<file path="src/hdl/adt_pkg.sv">
package adt_pkg;
  // ---------------------------------------------------------------
  // timing
  // ---------------------------------------------------------------
  localparam int CLK_MHZ = 200;
  localparam int FAULT_FILTER_NS = 33000;
  localparam int FAULT_FILTER_CYC = (FAULT_FILTER_NS * CLK_MHZ + 999) / 1000;
  localparam int CNT_W = 16;
  // dead-time defaults in cycles, chosen at integration
  localparam logic [CNT_W-1:0] FAILSAFE_CYC_DEF = 16'h0028;
  localparam logic [CNT_W-1:0] RISE_SETTLE_CYC_DEF = 16'h0004;
  localparam logic [CNT_W-1:0] FALL_SETTLE_CYC_DEF = 16'h0004;
  localparam logic [15:0] FAIL_COUNT_RST = 16'h0000;

  // ---------------------------------------------------------------
  // sequencer states
  // ---------------------------------------------------------------
  typedef enum logic [4:0] {
    ADT_IDLE = 5'h01,
    ADT_MAIN_ON = 5'h02,
    ADT_RISE_DT = 5'h04,
    ADT_CLAMP_ON = 5'h08,
    ADT_FALL_DT = 5'h10
  } adt_state_type;

  typedef enum logic [2:0] {
    ADT_F_RUN = 3'h1,
    ADT_F_LATCHED = 3'h2,
    ADT_F_WAIT = 3'h4
  } adt_fault_type;
endpackage

</file>
<file path="src/hdl/adt_timer_if.sv">
`timescale 1ns/100ps
interface adt_timer_if;
  logic start;
  logic stop;
  logic [15:0] length;
  logic running;
  logic expired;
  modport owner (output start, output stop, output length,
    input running, input expired);
  modport timer (input start, input stop, input length,
    output running, output expired);
endinterface

</file>
<file path="src/hdl/adt_timer.sv">
`timescale 1ns/100ps
module adt_timer (
  input wire logic clk_sys,
  input wire logic nrst,
  adt_timer_if.timer tif
);
  logic [15:0] count;

  // expired is a one-cycle pulse at terminal count; restart wins over stop
  always_ff @(posedge clk_sys or negedge nrst) begin
    if (!nrst) begin
      count <= 16'h0000;
      tif.running <= 1'b0;
      tif.expired <= 1'b0;
    end else begin
      tif.expired <= 1'b0;
      if (tif.start) begin
        count <= (tif.length == 16'h0000) ? 16'h0001 : tif.length;
        tif.running <= 1'b1;
      end else if (tif.stop) begin
        tif.running <= 1'b0;
      end else if (tif.running) begin
        if (count == 16'h0001) begin
          tif.running <= 1'b0;
          tif.expired <= 1'b1;
        end
        count <= count - 16'h0001;
      end
    end
  end
endmodule

</file>
<file path="src/hdl/adt_seq.sv">
`timescale 1ns/100ps
// How it works
// RULE_01 - main drive falling starts the fail-safe dead-time timer
// RULE_02 - after main falls, first node-above-10V indication starts rise settle
// RULE_03 - rise settle expiry drives the clamp switch output high
// RULE_04 - fail-safe expiry before rise threshold counts a failure, no clamp; code still clamps if the node rises before the next cycle_start
// RULE_05 - clamp drive stays high until cycle end, then goes low
// RULE_06 - clamp drive falling restarts the fail-safe dead-time timer
// RULE_07 - after clamp falls, node at fall level starts fall settle timer
// RULE_08 - main drive rises on first of fall settle or fail-safe expiry
// RULE_09 - fail-safe timer ignored while clamp pulses phase in or out
// RULE_10 - fail-safe timer ignored during soft start phase-in
// RULE_11 - fault input above upper threshold faults: latch or restart
// RULE_12 - fault input below lower threshold is over-temperature fault
// RULE_13 - fault input between thresholds leaves switching untouched
// RULE_14 - low fault acted on only after persisting the filter time
// RULE_15 - latched fault holds off until supply reset
// RULE_16 - restart after over-temperature once input exceeds release level; code latches it instead when latch_option is set
// RULE_17 - all durations counted in clock cycles from integration constants; code takes dead-time and settle lengths from input ports
module adt_seq #(
  parameter int FILTER_CYC = adt_pkg::FAULT_FILTER_CYC
) (
  input wire logic clk_sys,
  input wire logic nrst,
  input wire logic cycle_start,
  input wire logic cycle_end,
  input wire logic clamped_mode,
  input wire logic leading_edge_phasing,
  input wire logic softstart_phase_in,
  input wire logic bridge_node_above_rise,
  input wire logic bridge_node_at_fall_detect_level,
  input wire logic fault_above_upper,
  input wire logic fault_below_lower,
  input wire logic fault_above_release,
  input wire logic latch_option,
  input wire logic [15:0] failsafe_cycles,
  input wire logic [15:0] rise_settle_cycles,
  input wire logic [15:0] fall_settle_cycles,
  output logic main_switch_drive,
  output logic clamp_switch_drive,
  output logic [15:0] fail_count,
  output logic fault_active,
  output logic fault_latched,
  output logic soft_start_req
);
  // ---------------------------------------------------------------
  // timers
  // ---------------------------------------------------------------
  adt_timer_if fs_if ();
  adt_timer_if rs_if ();
  adt_timer_if fl_if ();

  adt_timer u_failsafe (.clk_sys(clk_sys), .nrst(nrst), .tif(fs_if));
  adt_timer u_rise (.clk_sys(clk_sys), .nrst(nrst), .tif(rs_if));
  adt_timer u_fall (.clk_sys(clk_sys), .nrst(nrst), .tif(fl_if));

  adt_pkg::adt_state_type state;
  // ---------------------------------------------------------------
  // state declarations
  // ---------------------------------------------------------------
  adt_pkg::adt_state_type next_state;
  adt_pkg::adt_fault_type fstate;
  logic rise_seen;
  logic fall_seen;
  logic failsafe_used;
  logic run_ok;
  logic [31:0] low_cnt;
  logic [31:0] high_cnt;
  logic low_qual;
  logic high_qual;

  // fail-safe only honoured in full clamped operation
  assign failsafe_used = clamped_mode && !leading_edge_phasing
    && !softstart_phase_in; // RULE_09 RULE_10
  assign run_ok = (fstate == adt_pkg::ADT_F_RUN) && !low_qual
    && !high_qual; // RULE_13

  assign fs_if.length = failsafe_cycles; // RULE_17
  assign rs_if.length = rise_settle_cycles;
  assign fl_if.length = fall_settle_cycles;

  // ---------------------------------------------------------------
  // sequencer
  // ---------------------------------------------------------------
  always_comb begin
    next_state = state;
    fs_if.start = 1'b0;
    fs_if.stop = 1'b0;
    rs_if.start = 1'b0;
    rs_if.stop = 1'b0;
    fl_if.start = 1'b0;
    fl_if.stop = 1'b0;
    if (!run_ok) begin
      next_state = adt_pkg::ADT_IDLE;
      fs_if.stop = 1'b1;
      rs_if.stop = 1'b1;
      fl_if.stop = 1'b1;
    end else begin
      unique case (state)
        adt_pkg::ADT_IDLE: begin
          if (cycle_start) begin
            next_state = adt_pkg::ADT_MAIN_ON;
          end
        end
        adt_pkg::ADT_MAIN_ON: begin
          if (cycle_end) begin
            next_state = adt_pkg::ADT_RISE_DT;
            fs_if.start = 1'b1; // RULE_01
          end
        end
        adt_pkg::ADT_RISE_DT: begin
          if (bridge_node_above_rise && !rise_seen && !rs_if.running) begin
            rs_if.start = 1'b1; // RULE_02
          end
          if (rs_if.expired) begin
            next_state = adt_pkg::ADT_CLAMP_ON; // RULE_03
            fs_if.stop = 1'b1;
          end else if (cycle_start) begin
            // clamp never forced: cycle moves on without it
            next_state = adt_pkg::ADT_MAIN_ON; // RULE_04
            fs_if.stop = 1'b1;
            rs_if.stop = 1'b1;
          end
        end
        adt_pkg::ADT_CLAMP_ON: begin
          if (cycle_start) begin
            next_state = adt_pkg::ADT_FALL_DT; // RULE_05
            fs_if.start = 1'b1; // RULE_06
          end
        end
        adt_pkg::ADT_FALL_DT: begin
          if (bridge_node_at_fall_detect_level && !fall_seen
              && !fl_if.running) begin
            fl_if.start = 1'b1; // RULE_07
          end
          if (fl_if.expired || (fs_if.expired && failsafe_used)) begin
            next_state = adt_pkg::ADT_MAIN_ON; // RULE_08
            fs_if.stop = 1'b1;
            fl_if.stop = 1'b1;
          end
        end
        default: begin
          next_state = adt_pkg::ADT_IDLE;
        end
      endcase
    end
  end

  always_ff @(posedge clk_sys or negedge nrst) begin
    if (!nrst) begin
      state <= adt_pkg::ADT_IDLE;
    end else begin
      state <= next_state;
    end
  end

  // first indication only, per edge
  always_ff @(posedge clk_sys or negedge nrst) begin
    if (!nrst) begin
      rise_seen <= 1'b0;
      fall_seen <= 1'b0;
    end else begin
      if (fs_if.start && next_state == adt_pkg::ADT_RISE_DT) begin
        rise_seen <= 1'b0;
      end else if (rs_if.start) begin
        rise_seen <= 1'b1;
      end
      if (fs_if.start && next_state == adt_pkg::ADT_FALL_DT) begin
        fall_seen <= 1'b0;
      end else if (fl_if.start) begin
        fall_seen <= 1'b1;
      end
    end
  end

  // drives come straight from flops
  always_ff @(posedge clk_sys or negedge nrst) begin
    if (!nrst) begin
      main_switch_drive <= 1'b0;
      clamp_switch_drive <= 1'b0;
    end else begin
      main_switch_drive <= (next_state == adt_pkg::ADT_MAIN_ON);
      clamp_switch_drive <= (next_state == adt_pkg::ADT_CLAMP_ON);
    end
  end

  // failure counter saturates rather than wrapping
  always_ff @(posedge clk_sys or negedge nrst) begin
    if (!nrst) begin
      fail_count <= adt_pkg::FAIL_COUNT_RST;
    end else if (state == adt_pkg::ADT_RISE_DT && fs_if.expired
        && failsafe_used && !rise_seen && !rs_if.expired
        && fail_count != 16'hFFFF) begin
      fail_count <= fail_count + 16'h0001; // RULE_04
    end
  end

  // ---------------------------------------------------------------
  // fault input qualification
  // ---------------------------------------------------------------
  // a single glitch-free stretch is needed; any break restarts the count
  always_ff @(posedge clk_sys or negedge nrst) begin
    if (!nrst) begin
      low_cnt <= 32'h00000000;
      low_qual <= 1'b0;
    end else if (!fault_below_lower) begin
      low_cnt <= 32'h00000000;
      low_qual <= 1'b0;
    end else if (low_cnt < 32'(FILTER_CYC)) begin
      low_cnt <= low_cnt + 32'h00000001;
    end else begin
      low_qual <= 1'b1; // RULE_14 RULE_12
    end
  end

  always_ff @(posedge clk_sys or negedge nrst) begin
    if (!nrst) begin
      high_cnt <= 32'h00000000;
      high_qual <= 1'b0;
    end else if (!fault_above_upper) begin
      high_cnt <= 32'h00000000;
      high_qual <= 1'b0;
    end else if (high_cnt < 32'(FILTER_CYC)) begin
      high_cnt <= high_cnt + 32'h00000001;
    end else begin
      high_qual <= 1'b1; // RULE_11
    end
  end

  // ---------------------------------------------------------------
  // fault reaction
  // ---------------------------------------------------------------
  always_ff @(posedge clk_sys or negedge nrst) begin
    if (!nrst) begin
      fstate <= adt_pkg::ADT_F_RUN; // RULE_15
      soft_start_req <= 1'b0;
    end else begin
      soft_start_req <= 1'b0;
      unique case (fstate)
        adt_pkg::ADT_F_RUN: begin
          if (low_qual || high_qual) begin
            fstate <= latch_option ? adt_pkg::ADT_F_LATCHED
              : adt_pkg::ADT_F_WAIT; // RULE_11 RULE_12
          end
        end
        adt_pkg::ADT_F_LATCHED: begin
          fstate <= adt_pkg::ADT_F_LATCHED; // RULE_15
        end
        adt_pkg::ADT_F_WAIT: begin
          if (fault_above_release && !fault_below_lower
              && !fault_above_upper) begin
            fstate <= adt_pkg::ADT_F_RUN; // RULE_16
            soft_start_req <= 1'b1;
          end
        end
        default: begin
          fstate <= adt_pkg::ADT_F_LATCHED;
        end
      endcase
    end
  end

  always_ff @(posedge clk_sys or negedge nrst) begin
    if (!nrst) begin
      fault_active <= 1'b0;
      fault_latched <= 1'b0;
    end else begin
      fault_active <= (fstate != adt_pkg::ADT_F_RUN) || low_qual
        || high_qual;
      fault_latched <= (fstate == adt_pkg::ADT_F_LATCHED);
    end
  end
endmodule

</file>
<file path="config.mk">
export PLATFORM = sky130hd
export DESIGN_NAME = adt_seq
export DESIGN_NICKNAME = d
export VERILOG_FILES = /design/src/hdl/adt_pkg.sv /design/src/hdl/adt_timer_if.sv /design/src/hdl/adt_timer.sv /design/src/hdl/adt_seq.sv
export SDC_FILE = /design/constraint.sdc
export NUM_CORES = 1
export LEC_CHECK = 0
export ABC_AREA = 1
export BUFFER_PORTS_ARGS = -buffer_cell sky130_fd_sc_hd__buf_2
export CAP_MARGIN = 20
export CORE_UTILIZATION = 60
export DETAILED_ROUTE_END_ITERATION = 7
export PLACE_DENSITY = 0.88
export SYNTH_ARGS = -nofsm -noshare
export SYNTH_HDL_FRONTEND = slang
export SYNTH_SLANG_ARGS = --single-unit
</file>
<file path="constraint.sdc">
create_clock -name clk_sys -period 2.2 [get_ports clk_sys]
set_input_delay 0.44 -clock clk_sys [delete_from_list [all_inputs] [get_ports clk_sys]]
set_output_delay 0.44 -clock clk_sys [all_outputs]
set_load 0.1 [all_outputs]
</file>
* Word-level counts from Yosys, hierarchy flattened *
Index checks and enable logic that the tools add are counted.

storage, ports and cells
  bits in registers = 151
  latch bits = 0
  memory bits (writable) = 0
  bits in read-only memories = 0
  bits of input ports = 61
  word-level logic and storage cells = 182
  memories = 0

cells by class
  add/subtract/negate cells = 6
  multiply operators = 0
  divide/modulo/power cells = 0
  $lt $le $gt $ge = 2
  equality and inequality tests = 26
  shifts and indexed selects = 0
  muxes and demuxes = 80
  bitwise operators = 0
  reduce and logical (&&, ||, !) cells = 45

operator list
  cell                                                   number
  2-to-1 mux 16 bit                                      12
  2-to-1 mux 32 bit                                      4
  adder 32 x 1 -> 32 bit (second input constant)         2
  < comparator 32 x 13 -> 1 bit (second input constant)  2
  2-to-1 mux 1 bit                                       51
  == test 16 x 1 -> 1 bit (second input constant)        3
  logical NOT 16 bit                                     3
  subtractor 16 x 1 -> 16 bit (second input constant)    3
  2-to-1 mux 5 bit                                       6
  case mux 5 bit (5 select lines)                        1
  logical AND 1 bit                                      18
  adder 16 x 1 -> 16 bit (second input constant)         1
  != test 16 bit (second input constant)                 1
  != test 2 bit (second input constant)                  6
  logical NOT 1 bit                                      11
  == test 5 x 2 -> 1 bit (second input constant)         2
  == test 5 x 3 -> 1 bit (second input constant)         2
  == test 5 x 4 -> 1 bit (second input constant)         2
  == test 5 bit (second input constant)                  2
  nonzero test 2 bit                                     5
  2-to-1 mux 3 bit                                       3
  AND reduction 2 bit                                    4
  != test 2 x 1 -> 1 bit (second input constant)         3
  case mux 3 bit (2 select lines)                        1
  other kinds (7)                                        11

* Longest topological paths before layout *
  depth after elaboration = 11
  mapped depth = 11

* Cells and area by module *
Synthesis repeated with hierarchy kept, for this count alone.

unflattened totals
  cell total of the unflattened synthesis = 1273
  area total of the unflattened synthesis = 8983.6 um^2

by module, submodules not included
  module                       times used  cells an instance  area each (um^2)  seq. area each (um^2)
  adt_seq                      1           676                5013.6            2429.8
  adt_timer at u_failsafe ...  2           198                1305.0            450.4
  adt_timer at u_rise          1           201                1360.1            450.4

* Worst setup path before layout *
No wires, ideal clock.

  kind = register to register
  start = reg fail_count[0]
  end = reg fail_count[0]
  setup time = 68 ps
  arrival time = 2195 ps
  setup slack = -62 ps
  cell stages (with the launch flop) = 10
  path buffers = 2
  period minus slack after synthesis = 2262 ps
  path through = dfrtp_1 > ha_1 > inv_1 > nor3_2 > nand4_1 > nand2_1 > buf_6 > buf_8 > nand2_1 > nand2_1

between the ends
  cells in the longest elaborated chain, start to end = 2

RTL lines
  element                                                         line            source
  from (decl)                                                     adt_seq.sv:41   output logic [15:0] fail_count,
  from (signal assigned)                                          adt_seq.sv:190  fail_count <= adt_pkg::FAIL_COUNT_RST;
  from (signal assigned)                                          adt_seq.sv:194  fail_count <= fail_count + 16'h0001;
  branches (longest 2 deep; another with adder 16 x 1 -> 16 bit)  n/a

Several ways; the timed one is not identified.
A chain may end at the register's enable or synchronous reset.

* Final worst setup path *
  start = reg u_rise.count[0]
  end = reg u_rise.count[6]

between the ends
  cells in the longest elaborated chain, start to end = 4

RTL lines
  element                      line             source
  from (decl)                  adt_timer.sv:7   logic [15:0] count;
  from (signal assigned)       adt_timer.sv:18  count <= (tif.length == 16'h0000) ? 16'h0001 : tif.length;
  from (signal assigned)       adt_timer.sv:27  count <= count - 16'h0001;
  subtractor 16 x 1 -> 16 bit  adt_timer.sv:27
  2-to-1 mux 16 bit            adt_timer.sv:22  end else if (tif.running) begin
  2-to-1 mux 16 bit            adt_timer.sv:20  end else if (tif.stop) begin
  2-to-1 mux 16 bit            adt_timer.sv:17  if (tif.start) begin

No other way between the ends. The select of a mux whose other input is x is not followed.

==> results.py <==
metrics = {
    "die": {
        "io_pins": 82,
        "die_area_mm2": 0.0156,
        "fp.dieH_um": 125,
        "core_area_mm2": 0.0146,
        "rows": 44,
        "start_util": 0.618,
        "die_w_um": 125,
    },
    "clock_network": {
        "htree_levels": 4,
        "path_clk_slew_ns": 0.06,
        "cts.sinks": 151,
        "cts_tree": "done",
        "post_cts_buffers": 0,
        "cts-root-buf": "clkbuf_16",
        "clockBufferDepth": 2,
        "cts_buffers": 17,
        "clk_latency_ns": 0.43,
    },
    "placed_design": {
        "pre_cts_slack_ns": 0.329,
        "placed_cells": 1558,
        "post-dp-hpwl_mm": 14.6,
        "gp_congestion": 0.905,
        "io_buffers": 81,
    },
    "setup_path": {
        "critPathArrivalTime_ns": 2.31,
        "cp-start-kind": "flop",
        "r2r-start": "u_rise.count[0]$_DFFE_PN0P_",
        "path_max_fanout": 4,
        "path_class": "flop to flop",
        "worstPathRequired_ns": 2.52,
        "cp-startpoint": "u_rise.count[0]$_DFFE_PN0P_",
        "critPathCaptureType": "flop",
    },
    "power": {
        "ir_worst_vdd_v": 0.000571,
        "power.leakage_nw": 5.61,
        "switching_share": 0.221,
        "p_sw_w": 0.00130,
        "total_power_w": 0.00589,
        "p_comb_frac": 0.036,
        "intPower_w": 0.00459,
        "powerDensity_mw_per_mm2": 578,
        "seqPwrFrac": 0.475,
        "p_clk_frac": 0.489,
    },
    "finish": {
        "post_route_cells_drive_above_1_share": 0.116,
        "antenna_cells": 0,
        "stdcell_count": 1590,
        "area_growth_pct": 12.7,
        "final_nets": 1464,
    },
    "sta": {
        "hold_viol": 0,
        "period_minus_slack_ns": 2.00,
        "setup_viol": 0,
        "slew_violations": 0,
        "worstMarginPinSlew_ns": 0.508,
        "layout_setup_ws_ns": 0.203,
        "skew_ns": 0.00984,
        "slew_headroom": 0.659,
        "rsz0062_at_grt": "false",
        "fmax_mhz": 501,
        "setup-tns-final_ns": 0,
        "timing.final.crit_share": 0.908,
    },
    "synthesis": {
        "synth_seq_cells": 151,
        "netlist_top_cells_count": "nand2_1, nor2_1, dfrtp_1",
        "synth.distinct_cells": 43,
        "synth_area_leaders": "dfrtp_1, nand2_1, nor2_1",
        "synth_top_area_share": 0.412,
        "synth_ff_type": "dfrtp_1",
        "synth_edf_count": 0,
        "syn_nets": 1380,
        "yosysWarnings": 0,
        "synth_most_common_cell": "nand2_1",
        "yosys.area.top_type": "dfrtp_1",
        "synth-seq-area-share": 0.418,
        "synth_area_mm2": 0.00906,
        "synthArstFlopShare": 1.00,
        "synth_cells": 1310,
        "avgSynthCellArea_um2": 6.91,
    },
    "grt": {
        "grt-ovfl-total": 0,
        "antenna_found_initial": 0,
        "grt_pass1_vias": 7809,
        "gr-usage-all-layers": 0.280,
        "grt_pass1_wl_mm": 35.4,
        "grt_max_degree": 49,
    },
    "route": {
        "wl_mm": 20.3,
        "wl_per_cell_um": 12.8,
        "postRouteAntennaNets": 0,
        "num_vias": 8459,
        "dr.pass1.iters": 7,
        "drt_iter0_drc": 718,
        "remaining_drc_errors": 10,
        "vias_per_cell": 5.32,
    },
    "run_status": {
        "violations": "DRC",
        "status": "complete, but fails checks",
    },
    "hold_path": {
        "hold_path.class": "input pin to flop",
        "hold_path_startpoint": "rise_settle_cycles[2]",
    },
    "job": {
        "cap_violations": 0,
    },
}
## power by group through the flow
stage / Clock (W) / Combinational (W) / Sequential [W]
final: 0.00288 / 0.000212 / 0.00280
after CTS: 0.00292 / 0.000216 / 0.00280
after global routing: 0.00304 / 0.000241 / 0.00280
after global placement: 0 / 0.000208 / 0.00285
after detailed placement: 0 / 0.000212 / 0.00285
after floorplan: 0 / 0.0000610 / 0.00285
## worst max-delay path, stage by stage, from the launching register on
cell and delay, ns:
dfrtp_1 0.41, inv_1 0.10, ha_1 0.21, nand2_1 0.09, nor2_1 0.28, nand2_1 0.16, nand2_1 0.09, inv_1 0.04
o21ai_0 0.21, nand2_1 0.13, nand2_1 0.11, nand2_1 0.05
## worst paths after layout
| path | slack, ns | cells past startpoint | end |
|---|---|---|---|
| setup reg to reg | 0.20 | 11 | u_rise.count[6]$_DFFE_PN0P_ |
| setup / recovery | 0.20 | 11 | u_rise.count[6]$_DFFE_PN0P_ |
| max in group asynchronous | 1.02 | 3 | u_fall.count[7]$_DFFE_PN0P_ |
| min in group asynchronous | 0.52 | 2 | high_cnt[7]$_DFFE_PN0P_ |
| hold reg to reg | 0.45 | 2 | high_cnt[25]$_DFFE_PN0P_ |
| hold / removal | 0.28 | 3 | u_rise.count[2]$_DFFE_PN0P_ |
## final cells by class
type	count	area [µm²]
multi-input cells	994	4540
inverters	128	485
repair buffers	102	584
flip-flops and latches	151	3780
clock buffers	21	460
well taps	184	230
fillers	1162	4440
clock inverters	10	123
## sequential cells by signal (all words and copies together) (netlist names), 3 cells and up
signal,count
u_failsafe.count,16
u_fall.count,16
fstate,3
u_rise.count,16
high_cnt,32
low_cnt,32
fail_count,16
state,5
## metal layers
layer,vias to the layer above,track usage,wire (µm)
met3,47,0.0481,1170
met5,-,0,0
li1,4224,-,-
met1,3889,0.367,9020
met4,0,0.105,460
met2,299,0.465,9690
## stage by stage
stage,utilization,cell area [µm²],hold WS [ns]
finish,0.697,10200,0.275
global route,0.697,10200,0.288
CTS,0.697,10200,0.269
detailed placement,0.656,9610,0.406
floorplan,-,9060,0.144
global placement,0.656,9610,0.403
## logic make-up (layout without fill, tap and decap cells)
group,after synthesis,after routing,synth area share
AND/OR/NAND/NOR,891,891,0.414
XOR/XNOR,47,47,0.0455
buffers and inverters,165,261,0.0815
adder cells (fa/ha/maj),9,9,0.0124
AO/OA/AOI/OAI,47,47,0.0290
flip-flops,151,151,0.418
## cells in the final DEF, fill, tap and decap left out, drive strengths merged, types with 6 or more instances in the layout
cell type	instances
clkbuf	21
nor2	221
nor3	14
dfrtp	149
nand4	15
clkinv	6
o21ai	31
xnor2	10
a21oi	9
nand2	493
ha	9
inv	127
xor2	37
nand3	133
buf	101
## what timing repair did
item                                    in CTS  in global routing
endpoints found under the setup margin       0                  0
hold buffers                                 1                  0
gates resized for setup                      0                  0
hold endpoints to repair                    41                  0
(Power assumes the default switching activity.)
